===== src/inc/asu_pkg.sv =====
// Purpose: serial unit constants
// Assumes: one clock
// Notes:   offsets local
package asu_pkg;
    localparam int unsigned ASU_ADDR_W = 3;
    localparam int unsigned ASU_DATA_W = 8;
    localparam int unsigned ASU_LEN_W  = 4;
    localparam int unsigned ASU_DIV_W  = 16;

    // register offsets
    localparam logic [2:0] ASU_ADDR_STATUS_ONE    = 3'h4;
    localparam logic [2:0] ASU_ADDR_STATUS_TWO    = 3'h5;
    localparam logic [2:0] ASU_ADDR_CONTROL_THREE = 3'h6;
    localparam logic [2:0] ASU_ADDR_DATA_BUFFER   = 3'h7;

    // status one fields
    localparam int unsigned S1_TDRE = 7;
    localparam int unsigned S1_TC   = 6;
    localparam int unsigned S1_RX_BUFFER_FULL_FLAG = 5;
    localparam int unsigned S1_IDLE = 4;
    localparam int unsigned S1_OVR  = 3;
    localparam int unsigned S1_NF   = 2;
    localparam int unsigned S1_FE   = 1;
    localparam int unsigned S1_PF   = 0;

    // status two fields
    localparam int unsigned S2_LBK   = 7;
    localparam int unsigned S2_EDGE  = 6;
    localparam int unsigned S2_INPUT_POLARITY_INVERT = 4;
    localparam int unsigned S2_STANDBY_IDLE_REPORT = 3;
    localparam int unsigned S2_LONG_BREAK_SELECT = 2;
    localparam int unsigned S2_LINE_BREAK_DETECT_ENABLE = 1;
    localparam int unsigned S2_RAF   = 0;

    // control three fields
    localparam int unsigned C3_RX9   = 7;
    localparam int unsigned C3_TX9   = 6;
    localparam int unsigned C3_SINGLE_WIRE_OUT_DIRECTION = 5;
    localparam int unsigned C3_OUTPUT_POLARITY_INVERT = 4;
    localparam int unsigned C3_ERRIE_HI = 3;

    localparam logic [7:0] ASU_S2_WR_MASK = 8'h1e;
    localparam logic [7:0] ASU_C3_WR_MASK = 8'h7f;
    localparam logic [7:0] ASU_RESET_BYTE = 8'h00;
    localparam logic [5:0] ASU_S1_RESET   = 6'h00;

    // bit times, eight-bit; nine-bit adds one
    localparam logic [3:0] ASU_FRAME_BITS     = 4'ha;
    localparam logic [3:0] ASU_BRK_TX_SHORT   = 4'ha;
    localparam logic [3:0] ASU_BRK_TX_LONG    = 4'hd;
    localparam logic [3:0] ASU_BRK_DET_SHORT  = 4'ha;
    localparam logic [3:0] ASU_BRK_DET_LONG   = 4'hb;

    // bit time from the bus clock
    localparam int unsigned ASU_CLK_HZ       = 50_000_000;
    localparam int unsigned ASU_BAUD_DEFAULT = 9600;
    localparam int unsigned ASU_BIT_CYCLES   = ASU_CLK_HZ / ASU_BAUD_DEFAULT;

    typedef struct packed {
        logic       ninth;
        logic [7:0] data;
        logic       frame_err;
        logic       noise;
        logic       parity_err;
    } asu_rx_char_s;

    typedef struct packed {
        logic       ninth;
        logic [7:0] data;
    } asu_tx_word_s;
endpackage


===== src/hw/asu_break_gen.sv =====
// Purpose: timed transmit break
// Assumes: i_bit_tick per bit time
// Notes:   starts on a tick; busy ignores
`timescale 1ns/10ps
module asu_break_gen
    import asu_pkg::*;
(
    input  wire logic                 i_sys_clk,
    input  wire logic                 i_arst_n,
    input  wire logic                 i_bit_tick,
    input  wire logic                 i_break_req,
    input  wire logic [ASU_LEN_W-1:0] i_len,
    output logic                      o_active
);
    logic [ASU_LEN_W-1:0] cnt_q;
    logic                 active_q;
    logic                 pend_q;
    wire                  start   = pend_q & i_bit_tick & ~active_q;
    wire                  last    = active_q & i_bit_tick & (cnt_q == 4'h1);

    always_ff @(posedge i_sys_clk or negedge i_arst_n) begin
        if (!i_arst_n) begin
            cnt_q    <= 4'h0;
            active_q <= 1'b0;
            pend_q   <= 1'b0;
        end else begin
            pend_q <= ~start & (pend_q | (i_break_req & ~active_q));
            if (start) begin
                cnt_q    <= i_len;
                active_q <= 1'b1;
            end else if (last) begin
                cnt_q    <= 4'h0;
                active_q <= 1'b0;
            end else if (active_q && i_bit_tick) begin
                cnt_q    <= cnt_q - 4'h1;
            end
        end
    end

    assign o_active = active_q;
endmodule


===== src/hw/asu_break_det.sv =====
// Purpose: receive break detector
// Assumes: i_line synchronised
// Notes:   one pulse per low period
`timescale 1ns/10ps
module asu_break_det
    import asu_pkg::*;
(
    input  wire logic                 i_sys_clk,
    input  wire logic                 i_arst_n,
    input  wire logic                 i_bit_tick,
    input  wire logic                 i_line,
    input  wire logic [ASU_LEN_W-1:0] i_thresh,
    output logic                      o_detect
);
    logic [ASU_LEN_W-1:0] cnt_q;
    logic                 done_q;
    logic                 det_q;
    wire                  hit = i_bit_tick & ~i_line & ~done_q
                                & (cnt_q + 4'h1 >= i_thresh);

    always_ff @(posedge i_sys_clk or negedge i_arst_n) begin
        if (!i_arst_n) begin
            cnt_q  <= 4'h0;
            done_q <= 1'b0;
            det_q  <= 1'b0;
        end else begin
            det_q <= hit;
            if (i_line) begin
                cnt_q  <= 4'h0;
                done_q <= 1'b0;
            end else if (hit) begin
                done_q <= 1'b1;
            end else if (i_bit_tick && !done_q) begin
                cnt_q  <= cnt_q + 4'h1;
            end
        end
    end

    assign o_detect = det_q;
endmodule


===== src/hw/asu_regs.sv =====
// Purpose: status two, control three, data
// Assumes: shifters outside
// Notes:   pins pass two flops
//
// The plain strobed port and the register offsets were left to the implementer.
`timescale 1ns/10ps
// Behaviour
// [RQ1] enabled break detect sets break flag; one clears
// [RQ2] active input edge sets edge flag; one clears
// [RQ3] receive inversion flips all received elements
// [RQ4] standby idle sets idle flag only if report set
// [RQ5] sent break 10 or 13 bit times, plus one nine-bit
// [RQ6] framing check ignores long break select
// [RQ7] break threshold 10 or 11 bit times, plus one nine-bit
// [RQ8] detect enable blocks framing and buffer-full flags
// [RQ9] receiver active set by start bit, cleared by idle
// [RQ10] received ninth bit in control three
// [RQ11] stored transmit ninth bit loads with data write
// [RQ12] single-wire direction bit sets pin direction
// [RQ13] transmit inversion flips all sent elements
// [RQ14] enabled error flags request interrupt
// [RQ15] separate receive and transmit buffers, reset zero
// [RQ16] data accesses end flag clearing
// [RQ17] both directions share one rate source
// [RQ18] bit rate from bus clock
// [RQ19] frame 10 bit times, 11 in nine-bit
// [RQ20] status one read then data read clears flags
// [RQ21] status two bit 5 reads zero
// [RQ22] zero writes keep flags; set beats clear
module asu_regs
    import asu_pkg::*;
#(
    parameter int unsigned BIT_CYCLES = ASU_BIT_CYCLES
) (
    input  wire logic                  i_sys_clk,
    input  wire logic                  i_arst_n,
    input  wire logic [ASU_ADDR_W-1:0] i_addr,
    input  wire logic [ASU_DATA_W-1:0] i_wdata,
    input  wire logic                  i_wr,
    input  wire logic                  i_rd,
    output logic      [ASU_DATA_W-1:0] o_rdata,
    input  wire logic                  i_nine_bit_mode,
    input  wire logic                  i_internal_loop_select,
    input  wire logic                  i_rx_source_select,
    input  wire logic                  i_rx_standby_wakeup,
    input  wire logic                  i_tdre,
    input  wire logic                  i_tc,
    input  wire logic                  i_send_break,
    input  wire logic                  i_tx_shift_bit,
    input  wire logic                  i_rx_start_valid,
    input  wire logic                  i_rx_idle_det,
    input  wire logic                  i_rx_char_valid,
    input  wire asu_rx_char_s          i_rx_char,
    input  wire logic                  i_rxd,
    input  wire logic                  i_txd_pin,
    output logic                       o_txd,
    output logic                       o_txd_oe_n,
    output logic                       o_rx_line,
    output logic                       o_bit_tick,
    output logic      [ASU_LEN_W-1:0]  o_frame_bits,
    output logic                       o_tx_load,
    output asu_tx_word_s               o_tx_word,
    output logic                       o_break_active,
    output logic                       o_err_irq
);
    // register state
    logic [ASU_DATA_W-1:0] rdata_q;
    logic                  line_break_flag_q;
    logic                  input_edge_flag_q;
    logic                  receiver_active_flag_q;
    logic [ASU_DATA_W-1:0] s2_ctrl_q;
    logic [ASU_DATA_W-1:0] c3_ctrl_q;
    logic                  rx_ninth_bit_q;
    logic [ASU_DATA_W-1:0] rx_buf_q;
    logic [ASU_DATA_W-1:0] tx_buf_q;
    logic [5:0]            s1_flags_q;
    logic [5:0]            s1_armed_q;
    logic                  tx_load_q;
    asu_tx_word_s          tx_word_q;
    logic [ASU_DIV_W-1:0]  div_q;
    logic                  tick_q;
    logic                  rxd_meta_q;
    logic                  rxd_sync_q;
    logic                  txp_meta_q;
    logic                  txp_sync_q;
    logic                  rx_line_q;
    logic                  rx_line_prev_q;
    logic                  txd_q;
    logic                  oe_n_q;

    // address decode
    wire sel_s1   = (i_addr == ASU_ADDR_STATUS_ONE);
    wire sel_s2   = (i_addr == ASU_ADDR_STATUS_TWO);
    wire sel_c3   = (i_addr == ASU_ADDR_CONTROL_THREE);
    wire sel_data = (i_addr == ASU_ADDR_DATA_BUFFER);
    wire wr_s2    = i_wr & sel_s2;
    wire wr_c3    = i_wr & sel_c3;
    wire wr_data  = i_wr & sel_data;
    wire rd_s1    = i_rd & sel_s1;
    wire rd_data  = i_rd & sel_data;

    // control fields
    wire input_polarity_invert     = s2_ctrl_q[S2_INPUT_POLARITY_INVERT];
    wire standby_idle_report       = s2_ctrl_q[S2_STANDBY_IDLE_REPORT];
    wire long_break_select         = s2_ctrl_q[S2_LONG_BREAK_SELECT];
    wire line_break_detect_enable  = s2_ctrl_q[S2_LINE_BREAK_DETECT_ENABLE];
    wire tx_ninth_bit              = c3_ctrl_q[C3_TX9];
    wire single_wire_out_direction = c3_ctrl_q[C3_SINGLE_WIRE_OUT_DIRECTION];
    wire output_polarity_invert    = c3_ctrl_q[C3_OUTPUT_POLARITY_INVERT];
    wire [3:0] err_int_enable      = c3_ctrl_q[C3_ERRIE_HI:0];
    wire single_wire = i_internal_loop_select & i_rx_source_select;
    wire int_loop    = i_internal_loop_select & ~i_rx_source_select;
    wire [3:0] nine_add = {3'h0, i_nine_bit_mode};

    // composed read values
    wire [7:0] s1_rd = {i_tdre, i_tc, s1_flags_q};
    wire [7:0] s2_rd = {line_break_flag_q, input_edge_flag_q, 1'b0, // RQ21
                        s2_ctrl_q[S2_INPUT_POLARITY_INVERT:S2_LINE_BREAK_DETECT_ENABLE],
                        receiver_active_flag_q};
    wire [7:0] c3_rd = {rx_ninth_bit_q, c3_ctrl_q[C3_TX9:0]};
    wire [7:0] rd_mux = sel_s1   ? s1_rd    :
                        sel_s2   ? s2_rd    :
                        sel_c3   ? c3_rd    :
                        sel_data ? rx_buf_q : ASU_RESET_BYTE;

    // shared bit-rate divider from the bus clock
    wire div_wrap = (div_q == ASU_DIV_W'(BIT_CYCLES - 1)); // RQ18

    // receive line: pin source select then inversion
    wire line_src = single_wire ? txp_sync_q :
                    int_loop    ? txd_q      : rxd_sync_q;
    wire rx_line  = line_src ^ input_polarity_invert; // RQ3
    wire active_edge = rx_line_prev_q & ~rx_line_q; // RQ2

    // break lengths and detection
    wire [3:0] brk_tx_len = (long_break_select ? ASU_BRK_TX_LONG
                                               : ASU_BRK_TX_SHORT)
                            + nine_add; // RQ5
    wire [3:0] brk_det_len = (line_break_detect_enable ? ASU_BRK_DET_LONG
                                                       : ASU_BRK_DET_SHORT)
                             + nine_add; // RQ7
    wire brk_detect;
    wire brk_active;

    // receive character acceptance
    wire rx_buffer_full_flag_now   = s1_flags_q[S1_RX_BUFFER_FULL_FLAG];
    wire char_lost  = i_rx_char_valid & rx_buffer_full_flag_now;
    wire char_take  = i_rx_char_valid & ~rx_buffer_full_flag_now
                      & ~line_break_detect_enable; // RQ8
    wire idle_set   = i_rx_idle_det
                      & (~i_rx_standby_wakeup | standby_idle_report); // RQ4

    // status one set and clear vectors
    wire [5:0] s1_set;
    assign s1_set[S1_RX_BUFFER_FULL_FLAG] = char_take;
    assign s1_set[S1_IDLE] = idle_set;
    assign s1_set[S1_OVR]  = char_lost;
    assign s1_set[S1_NF]   = char_take & i_rx_char.noise;
    assign s1_set[S1_FE]   = char_take & i_rx_char.frame_err; // RQ6
    assign s1_set[S1_PF]   = char_take & i_rx_char.parity_err;
    wire [5:0] s1_clr = rd_data ? s1_armed_q : 6'h00; // RQ16
    wire [5:0] s1_flags_d = (s1_flags_q & ~s1_clr) | s1_set; // RQ20

    // write-one-to-clear flags, set wins; receiver active flag set by start bit, cleared by idle
    wire lbk_set  = brk_detect & line_break_detect_enable; // RQ1
    wire lbk_clr  = wr_s2 & i_wdata[S2_LBK];
    wire edge_clr = wr_s2 & i_wdata[S2_EDGE];
    wire lbk_d    = lbk_set | (line_break_flag_q & ~lbk_clr); // RQ22
    wire edge_d   = active_edge | (input_edge_flag_q & ~edge_clr); // RQ22
    wire raf_d    = i_rx_start_valid
                    | (receiver_active_flag_q & ~i_rx_idle_det); // RQ9

    // transmit line and pin direction
    wire txd_d  = (i_tx_shift_bit & ~brk_active)
                  ^ output_polarity_invert; // RQ13
    wire oe_n_d = single_wire & ~single_wire_out_direction; // RQ12

    // register port
    always_ff @(posedge i_sys_clk or negedge i_arst_n) begin
        if (!i_arst_n) begin
            rdata_q <= ASU_RESET_BYTE;
        end else begin
            rdata_q <= i_rd ? rd_mux : ASU_RESET_BYTE;
        end
    end

    // status two and control three
    always_ff @(posedge i_sys_clk or negedge i_arst_n) begin
        if (!i_arst_n) begin
            s2_ctrl_q              <= ASU_RESET_BYTE;
            c3_ctrl_q              <= ASU_RESET_BYTE;
            line_break_flag_q      <= 1'b0;
            input_edge_flag_q      <= 1'b0;
            receiver_active_flag_q <= 1'b0;
        end else begin
            if (wr_s2) begin
                s2_ctrl_q <= i_wdata & ASU_S2_WR_MASK; // RQ21
            end
            if (wr_c3) begin
                c3_ctrl_q <= i_wdata & ASU_C3_WR_MASK;
            end
            line_break_flag_q      <= lbk_d;
            input_edge_flag_q      <= edge_d;
            receiver_active_flag_q <= raf_d;
        end
    end

    // receive buffer, ninth bit and status one flags
    always_ff @(posedge i_sys_clk or negedge i_arst_n) begin
        if (!i_arst_n) begin
            rx_buf_q       <= ASU_RESET_BYTE;
            rx_ninth_bit_q <= 1'b0;
            s1_flags_q     <= ASU_S1_RESET;
            s1_armed_q     <= ASU_S1_RESET;
        end else begin
            if (char_take) begin
                rx_buf_q       <= i_rx_char.data; // RQ15
                rx_ninth_bit_q <= i_rx_char.ninth & i_nine_bit_mode; // RQ10
            end
            s1_flags_q <= s1_flags_d;
            if (rd_s1) begin
                s1_armed_q <= s1_flags_q; // RQ20
            end else if (rd_data) begin
                s1_armed_q <= ASU_S1_RESET;
            end
        end
    end

    // transmit buffer and hand-off to the shifter
    always_ff @(posedge i_sys_clk or negedge i_arst_n) begin
        if (!i_arst_n) begin
            tx_buf_q  <= ASU_RESET_BYTE;
            tx_load_q <= 1'b0;
            tx_word_q <= '0;
        end else begin
            tx_load_q <= wr_data; // RQ16
            if (wr_data) begin
                tx_buf_q        <= i_wdata; // RQ15
                tx_word_q.data  <= i_wdata;
                tx_word_q.ninth <= tx_ninth_bit & i_nine_bit_mode; // RQ11
            end
        end
    end

    // bit-rate enable shared by both directions
    always_ff @(posedge i_sys_clk or negedge i_arst_n) begin
        if (!i_arst_n) begin
            div_q  <= '0;
            tick_q <= 1'b0;
        end else begin
            div_q  <= div_wrap ? '0 : div_q + ASU_DIV_W'(1);
            tick_q <= div_wrap; // RQ17
        end
    end

    // pin synchronisers and line registers
    always_ff @(posedge i_sys_clk or negedge i_arst_n) begin
        if (!i_arst_n) begin
            rxd_meta_q     <= 1'b1;
            rxd_sync_q     <= 1'b1;
            txp_meta_q     <= 1'b1;
            txp_sync_q     <= 1'b1;
            rx_line_q      <= 1'b1;
            rx_line_prev_q <= 1'b1;
            txd_q          <= 1'b1;
            oe_n_q         <= 1'b0;
        end else begin
            rxd_meta_q     <= i_rxd;
            rxd_sync_q     <= rxd_meta_q;
            txp_meta_q     <= i_txd_pin;
            txp_sync_q     <= txp_meta_q;
            rx_line_q      <= rx_line;
            rx_line_prev_q <= rx_line_q;
            txd_q          <= txd_d;
            oe_n_q         <= oe_n_d;
        end
    end

    asu_break_gen u_break_gen (
        .i_sys_clk   (i_sys_clk),
        .i_arst_n    (i_arst_n),
        .i_bit_tick  (tick_q),
        .i_break_req (i_send_break),
        .i_len       (brk_tx_len),
        .o_active    (brk_active)
    );

    asu_break_det u_break_det (
        .i_sys_clk   (i_sys_clk),
        .i_arst_n    (i_arst_n),
        .i_bit_tick  (tick_q),
        .i_line      (rx_line_q),
        .i_thresh    (brk_det_len),
        .o_detect    (brk_detect)
    );

    // outputs
    assign o_rdata        = rdata_q;
    assign o_txd          = txd_q;
    assign o_txd_oe_n     = oe_n_q;
    assign o_rx_line      = rx_line_q;
    assign o_bit_tick     = tick_q;
    assign o_frame_bits   = ASU_FRAME_BITS + nine_add; // RQ19
    assign o_tx_load      = tx_load_q;
    assign o_tx_word      = tx_word_q;
    assign o_break_active = brk_active;
    assign o_err_irq      = |({s1_flags_q[S1_OVR], s1_flags_q[S1_NF],
                               s1_flags_q[S1_FE], s1_flags_q[S1_PF]}
                              & err_int_enable); // RQ14
endmodule


===== config.mk =====
export PLATFORM = sky130hd
export DESIGN_NAME = asu_regs
export DESIGN_NICKNAME = d
export VERILOG_FILES = /design/src/inc/asu_pkg.sv /design/src/hw/asu_break_gen.sv /design/src/hw/asu_break_det.sv /design/src/hw/asu_regs.sv
export SDC_FILE = /design/constraint.sdc
export NUM_CORES = 1
export LEC_CHECK = 0
export BUFFER_PORTS_ARGS = -buffer_cell sky130_fd_sc_hd__buf_2
export CAP_MARGIN = 20
export CORE_AREA = 2 2 95 97
export CTS_BUF_LIST = sky130_fd_sc_hd__clkbuf_16
export DETAILED_ROUTE_END_ITERATION = 12
export DIE_AREA = 0 0 97 99
export HOLD_SLACK_MARGIN = 0.08
export PLACE_DENSITY = 0.8
export SLEW_MARGIN = 20
export SYNTH_ARGS = -nofsm -noshare
export SYNTH_HDL_FRONTEND = slang
export SYNTH_HIERARCHICAL = 1
export SYNTH_SLANG_ARGS = --single-unit
export TNS_END_PERCENT = 30

===== constraint.sdc =====
create_clock -name i_sys_clk -period 1.8 [get_ports i_sys_clk]
set_input_delay 0.36 -clock i_sys_clk [delete_from_list [all_inputs] [get_ports i_sys_clk]]
set_output_delay 0.36 -clock i_sys_clk [all_outputs]
set_load 0.02 [all_outputs]

=== After elaboration in Yosys (flattened, before gate mapping) ===
Index checks and enable logic that the tools add are counted.

* Reductions and logical operators: 10
* Multiplexer cells: 23
* $add $sub $neg: 6
* Order comparisons: 1
* Equal/unequal tests: 7
* Bitwise gates (word level): 57

{| class="wikitable"
|+ Operators with widths
! operator !! count
|-
| $mux 8 || 5
|-
| $and 1x1->1 || 34
|-
| $mux 4 || 6
|-
| $mux 6 || 3
|-
| $add 16x1->16 const B || 1
|-
| $eq 16x13->1 const B || 1
|-
| $mux 16 || 1
|-
| $eq 3x3->1 const B || 4
|-
| $not 1->1 || 12
|-
| $add 4x1->4 || 2
|-
| $reduce_bool 2->1 || 4
|-
| $mux 1 || 7
|-
| $and 6x6->6 || 1
|-
| $not 6->6 || 1
|-
| $or 6x6->6 || 1
|-
| $or 1x1->1 || 5
|-
| $add 4x1->4 const A || 1
|-
| $add 4x1->4 const B || 1
|-
| $and 4x4->4 || 1
|-
| $eq 4x1->1 const B || 1
|-
| $ge 4x4->1 || 1
|-
| $reduce_or 4->1 || 1
|-
| $sub 4x1->4 const B || 1
|-
| $mux 3 || 1
|-
| other kinds (6) || 8
|}

* Logic and storage cells: 133
* Flip-flop bits (word level): 90
* Output and inout bits: 28

=== Depth between registers and ports, before layout ===
* Word-level depth: 6
* Mapped depth: 8

=== Cells and area by module ===
The synthesis kept the hierarchy.

{| class="wikitable"
|+ Modules (own cells, without submodules)
! module !! cells each !! sequential area each (um^2) !! times used !! area an instance (um^2)
|-
| asu_regs || 272 || 1960.6 || 1 || 3498.4
|-
| asu_break_det || 39 || 150.1 || 1 || 394.1
|-
| asu_break_gen || 38 || 150.1 || 1 || 365.4
|}

=== Worst setup path after synthesis ===
No wires, ideal clock.

* Path type: register -> register
* Start point: register s2_ctrl_q[1]
* End point: register u_break_det.cnt_q[3]
* Path slack: -0.143 ns
* Data required time: 1.722 ns
* Arrival: 1.866 ns
* Setup time: 0.078 ns
* Stages on the path, launching flop included: 7
* Path through: dfrtp_1 > ha_1 > ha_1 > nor3b_2 > o21ai_2 > or4_1 > a21oi_1

* Longest elaborated chain between the ends: 6

{| class="wikitable"
|+ Ends and longest elaborated chain
! item !! line !! source
|-
| start: declaration || asu_regs.sv:71 || <nowiki>logic [ASU_DATA_W-1:0] s2_ctrl_q;</nowiki>
|-
| start signal: assignment || asu_regs.sv:197 || <nowiki>s2_ctrl_q <= i_wdata & ASU_S2_WR_MASK;</nowiki>
|-
| $mux 1 || asu_regs.sv:139 || <nowiki>wire [3:0] brk_det_len = (line_break_detect_enable ? ASU_BRK_DET_LONG</nowiki>
|-
| $add 4x1->4 || asu_regs.sv:141 || <nowiki>+ nine_add;</nowiki>
|-
| named net brk_det_len[0] || asu_regs.sv:139 ||
|-
| $ge 4x4->1 || asu_break_det.sv:19 || <nowiki>& (cnt_q + 4'h1 >= i_thresh);</nowiki>
|-
| $and 1x1->1 || asu_break_det.sv:19 ||
|-
| $ne 2x2->1 (no line) || -- ||
|-
| $reduce_and 2->1 (no line) || -- ||
|-
| end signal: assignment || asu_break_det.sv:34 || <nowiki>cnt_q <= cnt_q + 4'h1;</nowiki>
|-
| end: declaration || asu_break_det.sv:15 || <nowiki>logic [ASU_LEN_W-1:0] cnt_q;</nowiki>
|}

The timed path passes the listed nets, and every way through them passes these cells.
A chain may end at the register's enable or synchronous reset.

=== Worst setup path after layout ===
* Start point: register u_break_det.cnt_q[0]
* End point: register u_break_det.cnt_q[3]

* Longest elaborated chain between the ends: 5

{| class="wikitable"
|+ Ends and longest elaborated chain
! item !! line
|-
| $add 4x1->4 * || asu_break_det.sv:19, asu_break_det.sv:34
|-
| $ge 4x4->1 || asu_break_det.sv:19
|-
| $and 1x1->1 || asu_break_det.sv:19
|-
| $ne 2x2->1 (no line) || --
|-
| $reduce_and 2->1 (no line) || --
|}

Every way passes the cells marked *; elsewhere a longest branch is shown, timed or not. The select of a mux whose other input is x is not followed.

==> impl_metrics.yaml <==
yosys:
  ys_seq_area_share_pct: 53.1
  syn_inst: 349
  synth_top_cell_by_area: "dfrtp_1"
  yosysUniqueCellTypes: 56
  ys_warn_count: 6
  async_reset_ff_share_pct: 100
  synth.avg_cell_area_um2: 12.2
  synth_top_cell_area_share_pct: 48.8
  ys_top_cells_by_area: "dfrtp_1 (49%), mux2_2 (5.8%), dfstp_2 (4.3%)"
  mappedNetlistArea_mm2: 0.00426
  synthFlopType: "dfrtp_1"
  synth-edff-count: 0
  ys_ff_latch: 90
global_route:
  overflow: 0
  grt.total_usage_pct: 19.7
  antenna_found_initial: 0
  grt_pass1_wl_um: 15100
  grt_max_degree: 41
  grt_pass1_vias: 3104
cts:
  clock_latency_ns: 0.34
  tritoncts: "yes"
  cts.htree.levels: 3
  clk_pin_slew_ns: 0.06
  clock_sinks: 90
  cts_buffers: 9
  max-clock-path-buffers: 2
  cts-root-buf: "clkbuf_16"
layout:
  drive_gt1_share_pct: 38.9
  final_common_cell: "dfrtp_1"
  final_cell_mix: "dfrtp_1 (81), buf_2 (63), mux2_2 (22)"
  seq_area_mm2: 0.00226
  multi_input_area_mm2: 0.00189
  layout.nets: 483
  insertedDiodeCount: 0
  fin_area_mm2: 0.00516
  area_growth_pct: 21.3
  nFillCells: 653
worst_setup_path:
  critPathKind: "flip-flop to flip-flop"
  r2r-start: "u_break_det/cnt_q[0]$_DFFE_PN0P_"
  reg2reg_depth: 7
  required_ns: 2.07
  cp_data_arrival_time_ns: 2.27
  ff2ff_setup_slack_ns: -0.20
  cp_top_family: "simple AND/OR/NAND/NOR gates"
  critPathMaxStageDelay_ns: 0.52
  slowest_stage: "or4_4"
  worst-path-max-fanout: 4
  crit_chain: "ha_4 > xor2_2 > ha_1 > o211ai_1 > o21ai_2 > or4_4 > a21oi_2"
  rr_endpoint: "u_break_det/cnt_q[3]$_DFFE_PN0P_"
  endpoint_kind: "flip-flop"
  start_kind: "flip-flop"
  cp-endpoint: "u_break_det/cnt_q[3]$_DFFE_PN0P_"
  path_buf_inv: 0
  startpoint: "u_break_det/cnt_q[0]$_DFFE_PN0P_"
  cp.depth: 7
flow_run:
  maxCapViolations: 0
power_and_ir_drop:
  p_sw_uw: 1540
  power.density_mw_per_mm2: 1070
  p_leak_uw: 0.00242
  p_seq_share_pct: 48.2
  sw_frac_of_total_pct: 27.9
  ir_worst_vdd_mv: 0.572
  intPower_uw: 3980
  p_clk_share_pct: 33.8
  p_comb_share_pct: 18.0
  finalPower_uw: 5520
drt:
  ant_nets: 0
  vias_per_cell: 5.48
  drt_iter0_drc: 159
  vias: 2985
  dr.pass1.iters: 4
  drc: 0
  routedWlPerCell_um: 16.8
  finalWirelength_um: 9140
floorplanning:
  start_util_pct: 49.8
  ioPinCount: 68
  core_area_mm2: 0.00855
  die_area_mm2: 0.00960
  die_h_um: 99
  die_w_um: 97
  row_count: 34
sta:
  period_share_pct: 111
  rsz0062_at_grt: "true"
  setup_viol: 4
  finalMaxSlewViolations: 0
  fmax_mhz: 499
  finClkSkew_ns: 0.00773
  period_minus_slack_ns: 2.00
  setup_ws_ns: -0.202
  fin_hold_ws_ns: 0.114
  final_hold_viol_count: 0
run_status:
  violations: "setup timing"
  status: "finished with violations"
placed_design:
  globalplace.congestion: 0.806
  placed_cell_area_mm2: 0.00478
  port_buffers: 64
  hpwl_um: 6430
hold_path:
  hold_path.startpoint: "i_txd_pin"
  min_path_type: "input port to flip-flop"
## power by group through the flow
stage	logic (µW)	registers [µW]	clock network, µW
floorplan	581	2700	0
global placement	952	2660	0
detailed placement	993	2690	0
CTS	1000	2650	1880
global route	1080	2700	1970
finish	995	2660	1870
## area by class of cell
cell class | count | share of cell area [%]
sequential | 90 | 43.8
multi-input combinational | 226 | 36.5
timing repair buffer | 85 | 9.84
clock buffer | 9 | 4.36
tap | 108 | 2.62
inverter | 20 | 1.45
clock inverter | 7 | 1.38
## repair_timing
item                                    CTS  global route
buffers inserted                          2             1
hold buffers                              1             0
pin swaps                                 2             8
endpoints found under the setup margin    5             6
hold endpoints to repair                 19             0
gates resized for setup                   0            11
## flip-flops by register name, summed over array words and instances (netlist names), 6 cells and up
signal and count:
c3_ctrl_q 7, rx_buf_q 8, o_rdata 8, s1_flags_q 6
o_tx_word 9, div_q 16, s1_armed_q 6
## synthesized netlist by cell type (3+ instances only)
library cell / count
nand2b_1: 5
a22o_1: 5
o21ai_0: 12
dfstp_2: 7
buf_4: 7
xnor2_1: 6
nand3_1: 7
buf_2: 7
inv_1: 18
mux2_2: 22
mux2i_1: 3
a22oi_1: 10
xor2_1: 11
nor2b_1: 9
dfrtp_1: 83
nor4_2: 5
and2_1: 9
and3_1: 4
mux4_2: 7
nor2_1: 14
a21oi_1: 10
mux2_1: 3
o2bb2ai_1: 6
nand2_1: 19
ha_1: 11
nor3_1: 4
## worst min path at each step
| stage | end | slack [ns] | depth (start not counted) |
|---|---|---|---|
| 2_1_floorplan | c3_ctrl_q[0]$_DFFE_PN0P_ | 0.06 | 0 |
| 3_3_place_gp | o_rdata[0]$_DFF_PN0_ | 0.27 | 1 |
| 3_5_place_dp | o_rdata[1]$_DFF_PN0_ | 0.27 | 1 |
| 4_1_cts | txp_meta_q$_DFF_PN1_ | 0.11 | 1 |
| 5_1_grt | txp_meta_q$_DFF_PN1_ | 0.11 | 1 |
| 6_report | txp_meta_q$_DFF_PN1_ | 0.11 | 1 |
## through the flow
step | setup WS [ns] | utilization, % | instances | setup TNS [ns]
final | -0.202 | 60.4 | 545 | -0.512
after floorplan | -0.107 | - | 352 | -0.304
after CTS | -0.199 | 59.6 | 544 | -0.593
after detailed placement | -0.271 | 55.9 | 525 | -0.909
after global placement | -0.201 | 55.9 | 525 | -0.590
after global routing | -0.276 | 60.4 | 545 | -0.922
## logic make-up (layout without fill, tap and decap cells)
family / count (synthesis) / count (layout) / share of synthesized area, %
other cells: 2 / 5 / 0.176
flops: 90 / 90 / 53.1
simple gates: 101 / 101 / 15.5
fa+ha+maj: 11 / 11 / 3.23
mux: 35 / 35 / 11.0
xor+xnor: 17 / 17 / 3.50
buf+inv: 36 / 121 / 4.17
compound gates: 57 / 57 / 9.26
## per-layer routing
layer / wire length (µm) / vias to the layer above / global-route usage (%)
met5: 0 / - / 0
met4: 164 / 0 / 8.13
met3: 302 / 17 / 3.55
met2: 4700 / 64 / 33.2
met1: 3970 / 1506 / 25.2
li1: - / 1398 / -
No activity file was read; power rests on OpenSTA's default activity.
